[src/apm_pkg.sv]
// Shared constants for the application power-mode controller
package apm_pkg;
   // Register byte offsets
   localparam logic [7:0] APM_CTRL_OFF = 8'h00;
   localparam logic [7:0] APM_WAKE_EN_OFF = 8'h04;
   localparam logic [7:0] APM_GPIO_SEL_OFF = 8'h08;
   localparam logic [7:0] APM_STATUS_OFF = 8'h0C;
   localparam logic [7:0] APM_IRQ_STAT_OFF = 8'h10;
   localparam logic [7:0] APM_IRQ_MASK_OFF = 8'h14;
   localparam logic [7:0] APM_AON_CFG_OFF = 8'h18;
   localparam logic [7:0] APM_RET0_OFF = 8'h1C;
   localparam logic [7:0] APM_RET1_OFF = 8'h20;
   localparam logic [7:0] APM_SRAM_KEEP_OFF = 8'h24;
   // Low-power mode codes in CTRL[1:0]
   localparam logic [1:0] APM_MODE_LIGHT = 2'h0;
   localparam logic [1:0] APM_MODE_CLKSTOP = 2'h1;
   localparam logic [1:0] APM_MODE_RETAIN = 2'h2;
   localparam logic [1:0] APM_MODE_HIB = 2'h3;
   // Wake enable bit positions
   localparam int APM_WK_NET = 0;
   localparam int APM_WK_TIMER = 1;
   localparam int APM_WK_PAD = 2;
   localparam int APM_WK_RTC = 3;
   localparam int APM_WK_GPIO = 4;
   // Interrupt status bit positions
   localparam int APM_IRQ_WOKE = 0;
   localparam int APM_IRQ_HIB_EXIT = 1;
   localparam int APM_IRQ_BAD_REQ = 2;
   // Reset values
   localparam logic [31:0] APM_CTRL_RST = 32'h0000_0000;
   localparam logic [4:0] APM_WAKE_EN_RST = 5'h00;
   localparam logic [7:0] APM_SRAM_KEEP_RST = 8'hFF;
   // Retention bank size and count: eight banks of 32 KB give 256 KB
   localparam int APM_SRAM_KB = 256;
   localparam int APM_BANKS = 8;
   // Exit from the retentive state must finish in under this time
   localparam longint APM_RETAIN_EXIT_NS = 5_000_000;
   localparam longint APM_CLK_NS = 4;
   localparam longint APM_RETAIN_EXIT_CYC = APM_RETAIN_EXIT_NS / APM_CLK_NS;
   // Power state, one-hot
   typedef enum logic [5:0] {
      APM_ST_RUN = 6'h01,
      APM_ST_LIGHT = 6'h02,
      APM_ST_CLKSTOP = 6'h04,
      APM_ST_RETAIN = 6'h08,
      APM_ST_WAKE = 6'h10,
      APM_ST_HIB = 6'h20
   } apm_state_t;
endpackage : apm_pkg
[src/apm_ctrl.sv]
// Power-mode controller for the application processor subsystem
// How it works
// RULE1: Light sleep gates only the processor clock
// RULE2: Clock-stopped state halts system clock and PLL
// RULE3: Retentive state keeps selected SRAM banks, 256 KB
// RULE4: Retentive state exit completes under 5 ms
// RULE5: Retentive state resets processor and peripheral registers
// RULE6: Always-on configuration survives the retentive state
// RULE7: Hibernate exits only on RTC or selected GPIO
// RULE8: Hibernate keeps only two 32-bit registers; the code also keeps the interrupt status across hibernate
// RULE9: Software selects which events wake the processor
// RULE10: Other subsystem power changes stay invisible here
// RULE11: Enabled wake event in light sleep restarts clock; the code ends light sleep only on enabled net, timer or pad events
//
// Register access over APB and the register offsets were decided locally.
module apm_ctrl
   import apm_pkg::*;
#(
   parameter int GPIO_W = 8,
   parameter int RAMP_CYC = int'(APM_RETAIN_EXIT_CYC) - 1
) (
   input wire logic clk,
   input wire logic reset_n,
   input wire logic psel,
   input wire logic penable,
   input wire logic pwrite,
   input wire logic [7:0] paddr,
   input wire logic [31:0] pwdata,
   output logic [31:0] prdata,
   output logic pready,
   output logic pslverr,
   input wire logic cpu_sleep_req,
   input wire logic wake_net,
   input wire logic wake_timer,
   input wire logic wake_pad,
   input wire logic wake_rtc,
   input wire logic [GPIO_W-1:0] wake_gpio,
   input wire logic net_sleep_req,
   output logic net_sleep_ack,
   output logic cpu_clk_en,
   output logic sys_clk_en,
   output logic pll_en,
   output logic [APM_BANKS-1:0] sram_pwr,
   output logic cpu_rst_n,
   output logic periph_rst_n,
   output logic [31:0] aon_cfg,
   output logic [31:0] ret0,
   output logic [31:0] ret1,
   output logic irq
);
   apm_state_t state;
   apm_state_t next_state;
   logic [31:0] ctrl;
   logic [4:0] wake_en;
   logic [GPIO_W-1:0] gpio_sel;
   logic [2:0] irq_stat;
   logic [2:0] irq_mask;
   logic [APM_BANKS-1:0] sram_keep;
   logic [2:0] wake_src;
   logic [31:0] ramp_cnt;
   logic wr_acc;
   logic rd_acc;
   logic regs_up;
   logic run_hit;
   logic hib_hit;
   logic woke_evt;
   logic hib_exit;
   logic bad_req;
   logic hib_wipe;

   function automatic logic hit(input logic [7:0] a, input logic [7:0] off);
      return a == off;
   endfunction : hit

   function automatic logic mapped(input logic [7:0] a);
      return a[1:0] == 2'h0 && a <= APM_SRAM_KEEP_OFF;
   endfunction : mapped

   // Bus phases; registers take writes only in the run state, reads answer in any state
   assign regs_up = state == APM_ST_RUN;
   assign wr_acc = psel && penable && pwrite && regs_up && mapped(paddr);
   assign rd_acc = psel && penable && !pwrite;
   assign pready = 1'b1;
   assign pslverr = psel && penable && (!mapped(paddr) || (pwrite && !regs_up));

   // Wake event decode
   assign run_hit = (wake_en[APM_WK_NET] && wake_net) || // RULE9
      (wake_en[APM_WK_TIMER] && wake_timer) ||
      (wake_en[APM_WK_PAD] && wake_pad);
   assign hib_hit = (wake_en[APM_WK_RTC] && wake_rtc) || // RULE7
      (wake_en[APM_WK_GPIO] && |(wake_gpio & gpio_sel));
   assign bad_req = cpu_sleep_req && state == APM_ST_RUN && ctrl[1:0] == APM_MODE_HIB &&
      !(wake_en[APM_WK_RTC] || wake_en[APM_WK_GPIO]);

   // Next power state
   always_comb begin
      next_state = state;
      unique case (state)
         APM_ST_RUN: begin
            if (cpu_sleep_req && !bad_req) begin
               unique case (ctrl[1:0])
                  APM_MODE_LIGHT: next_state = APM_ST_LIGHT;
                  APM_MODE_CLKSTOP: next_state = APM_ST_CLKSTOP;
                  APM_MODE_RETAIN: next_state = APM_ST_RETAIN;
                  APM_MODE_HIB: next_state = APM_ST_HIB;
               endcase
            end
         end
         APM_ST_LIGHT: if (run_hit) next_state = APM_ST_RUN; // RULE11
         APM_ST_CLKSTOP: if (run_hit) next_state = APM_ST_RUN;
         APM_ST_RETAIN: if (run_hit) next_state = APM_ST_WAKE;
         APM_ST_WAKE: if (ramp_cnt == 32'(RAMP_CYC - 1)) next_state = APM_ST_RUN; // RULE4
         APM_ST_HIB: if (hib_hit) next_state = APM_ST_WAKE; // RULE7
         default: next_state = APM_ST_RUN;
      endcase
   end

   // State register
   always_ff @(posedge clk or negedge reset_n) begin
      if (!reset_n) begin
         state <= APM_ST_RUN;
      end else begin
         state <= next_state;
      end
   end

   // Power-up ramp counter for the exit from retention or hibernate
   always_ff @(posedge clk or negedge reset_n) begin
      if (!reset_n) begin
         ramp_cnt <= '0;
      end else if (state == APM_ST_WAKE) begin
         ramp_cnt <= ramp_cnt + 32'h1;
      end else begin
         ramp_cnt <= '0;
      end
   end

   // Events for the interrupt status
   assign woke_evt = state != APM_ST_RUN && state != APM_ST_HIB && next_state == APM_ST_RUN;
   assign hib_exit = state == APM_ST_HIB && hib_hit;
   // Leaving hibernate wipes the control registers; the two retained words and the interrupt status are kept
   assign hib_wipe = hib_exit;

   // Clock and power controls
   always_ff @(posedge clk or negedge reset_n) begin
      if (!reset_n) begin
         cpu_clk_en <= 1'b1;
         sys_clk_en <= 1'b1;
         pll_en <= 1'b1;
         sram_pwr <= '1;
         cpu_rst_n <= 1'b1;
         periph_rst_n <= 1'b1;
      end else begin
         cpu_clk_en <= next_state == APM_ST_RUN; // RULE1
         sys_clk_en <= next_state inside {APM_ST_RUN, APM_ST_LIGHT}; // RULE2
         pll_en <= next_state inside {APM_ST_RUN, APM_ST_LIGHT, APM_ST_WAKE}; // RULE2
         cpu_rst_n <= next_state inside {APM_ST_RUN, APM_ST_LIGHT, APM_ST_CLKSTOP}; // RULE5
         periph_rst_n <= next_state inside {APM_ST_RUN, APM_ST_LIGHT, APM_ST_CLKSTOP}; // RULE5
         if (next_state == APM_ST_HIB) begin
            sram_pwr <= '0; // RULE8
         end else if (next_state == APM_ST_RETAIN) begin
            sram_pwr <= sram_keep; // RULE3
         end else begin
            sram_pwr <= '1;
         end
      end
   end

   // Control registers lost in hibernate
   always_ff @(posedge clk or negedge reset_n) begin
      if (!reset_n) begin
         ctrl <= APM_CTRL_RST;
         wake_en <= APM_WAKE_EN_RST;
         gpio_sel <= '0;
         irq_mask <= '0;
         sram_keep <= APM_SRAM_KEEP_RST;
         aon_cfg <= '0;
      end else if (hib_wipe) begin
         ctrl <= APM_CTRL_RST; // RULE8
         wake_en <= APM_WAKE_EN_RST;
         gpio_sel <= '0;
         irq_mask <= '0;
         sram_keep <= APM_SRAM_KEEP_RST;
         aon_cfg <= '0;
      end else if (wr_acc) begin
         if (hit(paddr, APM_CTRL_OFF)) ctrl <= {30'h0, pwdata[1:0]};
         if (hit(paddr, APM_WAKE_EN_OFF)) wake_en <= pwdata[4:0]; // RULE9
         if (hit(paddr, APM_GPIO_SEL_OFF)) gpio_sel <= pwdata[GPIO_W-1:0];
         if (hit(paddr, APM_IRQ_MASK_OFF)) irq_mask <= pwdata[2:0];
         if (hit(paddr, APM_SRAM_KEEP_OFF)) sram_keep <= pwdata[APM_BANKS-1:0]; // RULE3
         if (hit(paddr, APM_AON_CFG_OFF)) aon_cfg <= pwdata; // RULE6
      end
   end

   // The two words that survive hibernate
   always_ff @(posedge clk or negedge reset_n) begin
      if (!reset_n) begin
         ret0 <= '0;
         ret1 <= '0;
      end else if (wr_acc) begin
         if (hit(paddr, APM_RET0_OFF)) ret0 <= pwdata; // RULE8
         if (hit(paddr, APM_RET1_OFF)) ret1 <= pwdata; // RULE8
      end
   end

   // Last wake source: net, timer, pad, or rtc/gpio
   always_ff @(posedge clk or negedge reset_n) begin
      if (!reset_n) begin
         wake_src <= '0;
      end else if (state inside {APM_ST_LIGHT, APM_ST_CLKSTOP, APM_ST_RETAIN} && run_hit) begin
         wake_src <= {wake_en[APM_WK_PAD] && wake_pad, wake_en[APM_WK_TIMER] && wake_timer,
                      wake_en[APM_WK_NET] && wake_net};
      end else if (hib_exit) begin
         wake_src <= 3'h7;
      end
   end

   // Sticky interrupt status; a read clears it, a new event wins
   always_ff @(posedge clk or negedge reset_n) begin
      if (!reset_n) begin
         irq_stat <= '0;
      end else begin
         irq_stat <= (irq_stat & ~((rd_acc && hit(paddr, APM_IRQ_STAT_OFF)) ? 3'h7 : 3'h0)) |
            {bad_req, hib_exit, woke_evt};
      end
   end

   assign irq = |(irq_stat & irq_mask);

   // Read data captured in the setup cycle
   always_ff @(posedge clk or negedge reset_n) begin
      if (!reset_n) begin
         prdata <= '0;
      end else if (psel && !penable && !pwrite) begin
         unique case (1'b1)
            hit(paddr, APM_CTRL_OFF): prdata <= ctrl;
            hit(paddr, APM_WAKE_EN_OFF): prdata <= {27'h0, wake_en};
            hit(paddr, APM_GPIO_SEL_OFF): prdata <= 32'(gpio_sel);
            hit(paddr, APM_STATUS_OFF): prdata <= {21'h0, wake_src, 2'h0, state};
            hit(paddr, APM_IRQ_STAT_OFF): prdata <= {29'h0, irq_stat};
            hit(paddr, APM_IRQ_MASK_OFF): prdata <= {29'h0, irq_mask};
            hit(paddr, APM_AON_CFG_OFF): prdata <= aon_cfg;
            hit(paddr, APM_RET0_OFF): prdata <= ret0;
            hit(paddr, APM_RET1_OFF): prdata <= ret1;
            hit(paddr, APM_SRAM_KEEP_OFF): prdata <= 32'(sram_keep);
            default: prdata <= '0;
         endcase
      end
   end

   // Network subsystem handshake, never reflected in registers or irq
   always_ff @(posedge clk or negedge reset_n) begin
      if (!reset_n) begin
         net_sleep_ack <= 1'b0;
      end else begin
         net_sleep_ack <= net_sleep_req; // RULE10
      end
   end

   // Cycles spent ramping, for the exit time check
   int wake_cycles;
   always_ff @(posedge clk or negedge reset_n) begin
      if (!reset_n) begin
         wake_cycles <= 0;
      end else if (state == APM_ST_WAKE) begin
         wake_cycles <= wake_cycles + 1;
      end else begin
         wake_cycles <= 0;
      end
   end
endmodule : apm_ctrl

[config.mk]
export PLATFORM = sky130hd
export DESIGN_NAME = apm_ctrl
export DESIGN_NICKNAME = d
export VERILOG_FILES = /design/src/apm_pkg.sv /design/src/apm_ctrl.sv
export SDC_FILE = /design/constraint.sdc
export NUM_CORES = 1
export LEC_CHECK = 0
export BUFFER_PORTS_ARGS = -buffer_cell sky130_fd_sc_hd__clkbuf_2
export CAP_MARGIN = 20
export CORE_MARGIN = 5
export CORE_UTILIZATION = 50
export CTS_BUF_LIST = sky130_fd_sc_hd__clkbuf_8
export CTS_CLUSTER_DIAMETER = 120
export DETAILED_ROUTE_END_ITERATION = 8
export PLACE_DENSITY = 0.74
export SETUP_SLACK_MARGIN = 0.05
export SLEW_MARGIN = 20
export SYNTH_ARGS = -nofsm -noshare
export SYNTH_HDL_FRONTEND = slang
export SYNTH_SLANG_ARGS = --single-unit
[constraint.sdc]
create_clock -name clk -period 3 [get_ports clk]
set_input_delay 0.15 -clock clk [delete_from_list [all_inputs] [get_ports clk]]
set_output_delay 0.15 -clock clk [all_outputs]
set_load 0.01 [all_outputs]
==> key figures <==
Worst setup path
  – CP max stage delay: approximately 0.69 ns
  – CP max FO: 10
  – Crit-path slowest cell: nor4_4
  – Critical path startpoint category: flop
  – Worst path cell trace: nor3_1, nand3_1, buf_4, nor4_4, mux2i_1, nor2_1
  – Data arrival time of the critical path: roughly 2.8 ns
  – CP required: roughly 3.4 ns
  – WS Path Type: reg2reg
  – Setup crit end kind: flop
  – CP Buf/Inv Count: 1
  – Family with the most delay on the worst path: simple AND/OR/NAND/NOR gates

Floorplanning
  – Die span in x: 149 um
  – Die area: between 20000 and 25000 um2
  – Core area: between 15000 and 20000 um2
  – # rows: 50
  – I/O pin cnt: between 200 and 250
  – Starting Density: just over 50%
  – Die height: about 150 um

Synth
  – Post-synth EDFFs: 0
  – Synth warn: 0
  – Top cells by area, synth: dfrtp_1 (49%), mux2_2 (7.1%), dfstp_2 (5.7%)
  – Netlist cell types: between 60 and 70
  – Yosys top cell by area: dfrtp_1
  – Sequential share of the synthesized area: a little under three fifths
  – Synth top area share: roughly half
  – Syn Nets: approximately 950
  – Synthesized flop and latch total: between 200 and 250
  – Post-synth ARST share: 100%
  – Top FF cell, synth: dfrtp_1
  – Gate count of the mapped netlist: 892
  – Synth Cell Area: ~9600 um2
  – Avg Cell Area, Syn: ~11 um2

Clocking
  – Clock sinks: between 200 and 250
  – Clock transition at the registers of the reported paths: 0.06 ns
  – Post-CTS setup buffers: 0
  – Max clock buf depth: 3
  – CTS root buf: clkbuf_8
  – Clk Latency, worst-skew pair: approximately 0.52 ns
  – CTS tree: done
  – H-tree levels: 2
  – Total CTS buffers: 37

Route
  – DRT Pass-1 Iters: 5
  – Final WL: roughly 27 mm
  – Via count: 7983
  – Final ANT Viol Nets: 0
  – Drt via density: 5.60
  – DR DRC count: 0
  – Drt initial violations: approximately 580
  – WL per Instance: 19.2 um

Global route
  – First-pass GRT wire length: ~43 mm
  – Vias in the first global route: between 7000 and 8000
  – GR Overflow Total: 0
  – Initial antenna violation count: 0
  – Maximum number of pins on one net before global-route repair: 86
  – GR Util All Layers: approximately a quarter

Worst hold path
  – HP Class: in2reg

Final layout
  – P&R area growth vs syn: 25.1%
  – Nets: around 1200
  – Layout cells sized above 1: approximately 32%
  – Non-Filler Instances: between 1000 and 1500
  – Design area: approximately 12000 um2
  – Commonest non-fill, non-tap cell in the layout: clkbuf_2
  – Commonest cells after routing, fill and taps aside: clkbuf_2 (201), dfrtp_1 (190), nor2_1 (116), nand2_1 (114), mux2_2 (61)
  – Final core occ: around 64%

Power and ir drop
  – PD cells: between 500 and 600 nW/um2
  – P_leak: approximately 0.0058 uW
  – Peak VDD IR: roughly 0.00046 V

Timing
  – Setup TNS: 0 ns
  – Fin. Hold Viols: 0
  – Period utilization: between 70% and 80%
  – Layout Skew: between 0.015 and 0.02 ns
  – Slew @ Worst Pin: 0.838 ns
  – Final setup viols: 0
  – Max Slew Vio Count: 0
  – RSZ-0062 raised after global routing: false
  – FMAX: about 420 MHz
  – Post-layout minimum cycle time: between 2 and 2.5 ns
  – Rel. slew slack: roughly 44%

Status
  – Status: complete, no violations

Place
  – DPL Wire Length: 18.5 mm
  – Routability cong.: between 0.8 and 0.9
  – DP Area: between 10000 and 15000 um2
  – Placed insts: 1324
  – IO buf count: 202

Flow run
  – Max Cap Viol: 0
-- state kept, by name, indices dropped and copies added, names as in the netlist --
signal         flops
sram_pwr           8
cpu_clk_en         1
pll_en             1
sys_clk_en         1
aon_cfg           32
irq_stat           3
wake_src           3
wake_en            5
ret0              32
ret1              32
ctrl               2
sram_keep          8
gpio_sel           8
ramp_cnt          32
irq_mask           3
net_sleep_ack      1
prdata            32
periph_rst_n       1
state              6
-- area by class of cell --
type                    instances  area (um2)
fillers                      1552        6770
multi-input cells             617        4060
clock buffers                  49         674
well taps                     260         325
repair buffers                259        1560
inverters                      10        37.5
flip-flops and latches        211        5310
diodes                          1        2.50
clock inverters                18         101
-- per-stage QoR --
stage	hold slack, ns	total power, uW	worst slack, ns
5_1_grt	0.0238	6650	0.417
6_report	0.0361	6390	0.614
2_1_floorplan	-0.146	3380	0.839
3_3_place_gp	0.191	3710	0.567
3_5_place_dp	0.186	3700	0.594
4_1_cts	0.00883	6450	0.623
-- cells in the mapped netlist, drive strengths merged, types with 3 or more instances --
cell type / count
a21oi: 15
a221oi: 3
a222oi: 8
a22o: 8
a22oi: 27
a31oi: 29
a32oi: 3
and2: 6
and3: 9
and4: 5
buf: 22
clkbuf: 32
dfrtp: 190
dfstp: 21
inv: 10
mux2: 65
mux2i: 41
nand2: 114
nand3: 16
nand3b: 4
nand4: 15
nor2: 116
nor2b: 5
nor3: 13
nor3b: 7
nor4: 8
nor4b: 8
o211ai: 3
o21ai: 37
xnor2: 5
xor2: 26
-- per-layer routing --
metal | wire length [um] | vias up | global-route usage (%)
li1 | - | 3661 | -
met1 | 11400 | 3912 | 33.6
met2 | 12700 | 359 | 37.5
met3 | 2410 | 51 | 5.68
met4 | 798 | 0 | 9.11
met5 | 0 | - | 0
-- worst reg2reg max path: cells and delay by family, from the launching register on --
| family | cells | cell delay, ns |
|---|---|---|
| AND/OR/NAND/NOR | 4 | 1.23 |
| multiplexers | 1 | 0.27 |
| buffers and inverters | 1 | 0.26 |
| flip-flops | 1 | 0.49 |
-- cells by family after synthesis --
kind of cell,synth area share (%)
AO/OA/AOI/OAI,9.89
XOR/XNOR,2.82
adder cells (fa/ha/maj),0.260
buffers and inverters,3.08
flip-flops,55.1
multiplexers,11.9
other,0.0389
AND/OR/NAND/NOR,17.0
-- repair_timing --
item	CTS	global route
gates resized for setup	0	0
hold buffers	33	0
hold endpoints to repair	156	0
setup endpoints to repair	0	0
-- report_power, final --
group | total [uW] | internal (uW) | leakage [uW] | switching, uW
Combinational | 643 | 247 | 0.00251 | 397
Clock | 2700 | 1540 | 0.000448 | 1160
Sequential | 3040 | 2970 | 0.00281 | 72.7
-- final timing paths --
check	from	endpoint	slack [ns]	depth (start not counted)
max in group asynchronous	reset_n	sram_keep[0]	1.91	3
min	pwdata[4]	sram_keep[4]	0.04	3
min reg2reg	prdata[9]	prdata[9]	0.48	1
max	state[2]	gpio_sel[7]	0.61	6
max reg2reg	state[2]	gpio_sel[7]	0.61	6
min in group asynchronous	reset_n	ret0[10]	0.18	2
No activity file was read; power rests on OpenSTA's default activity.
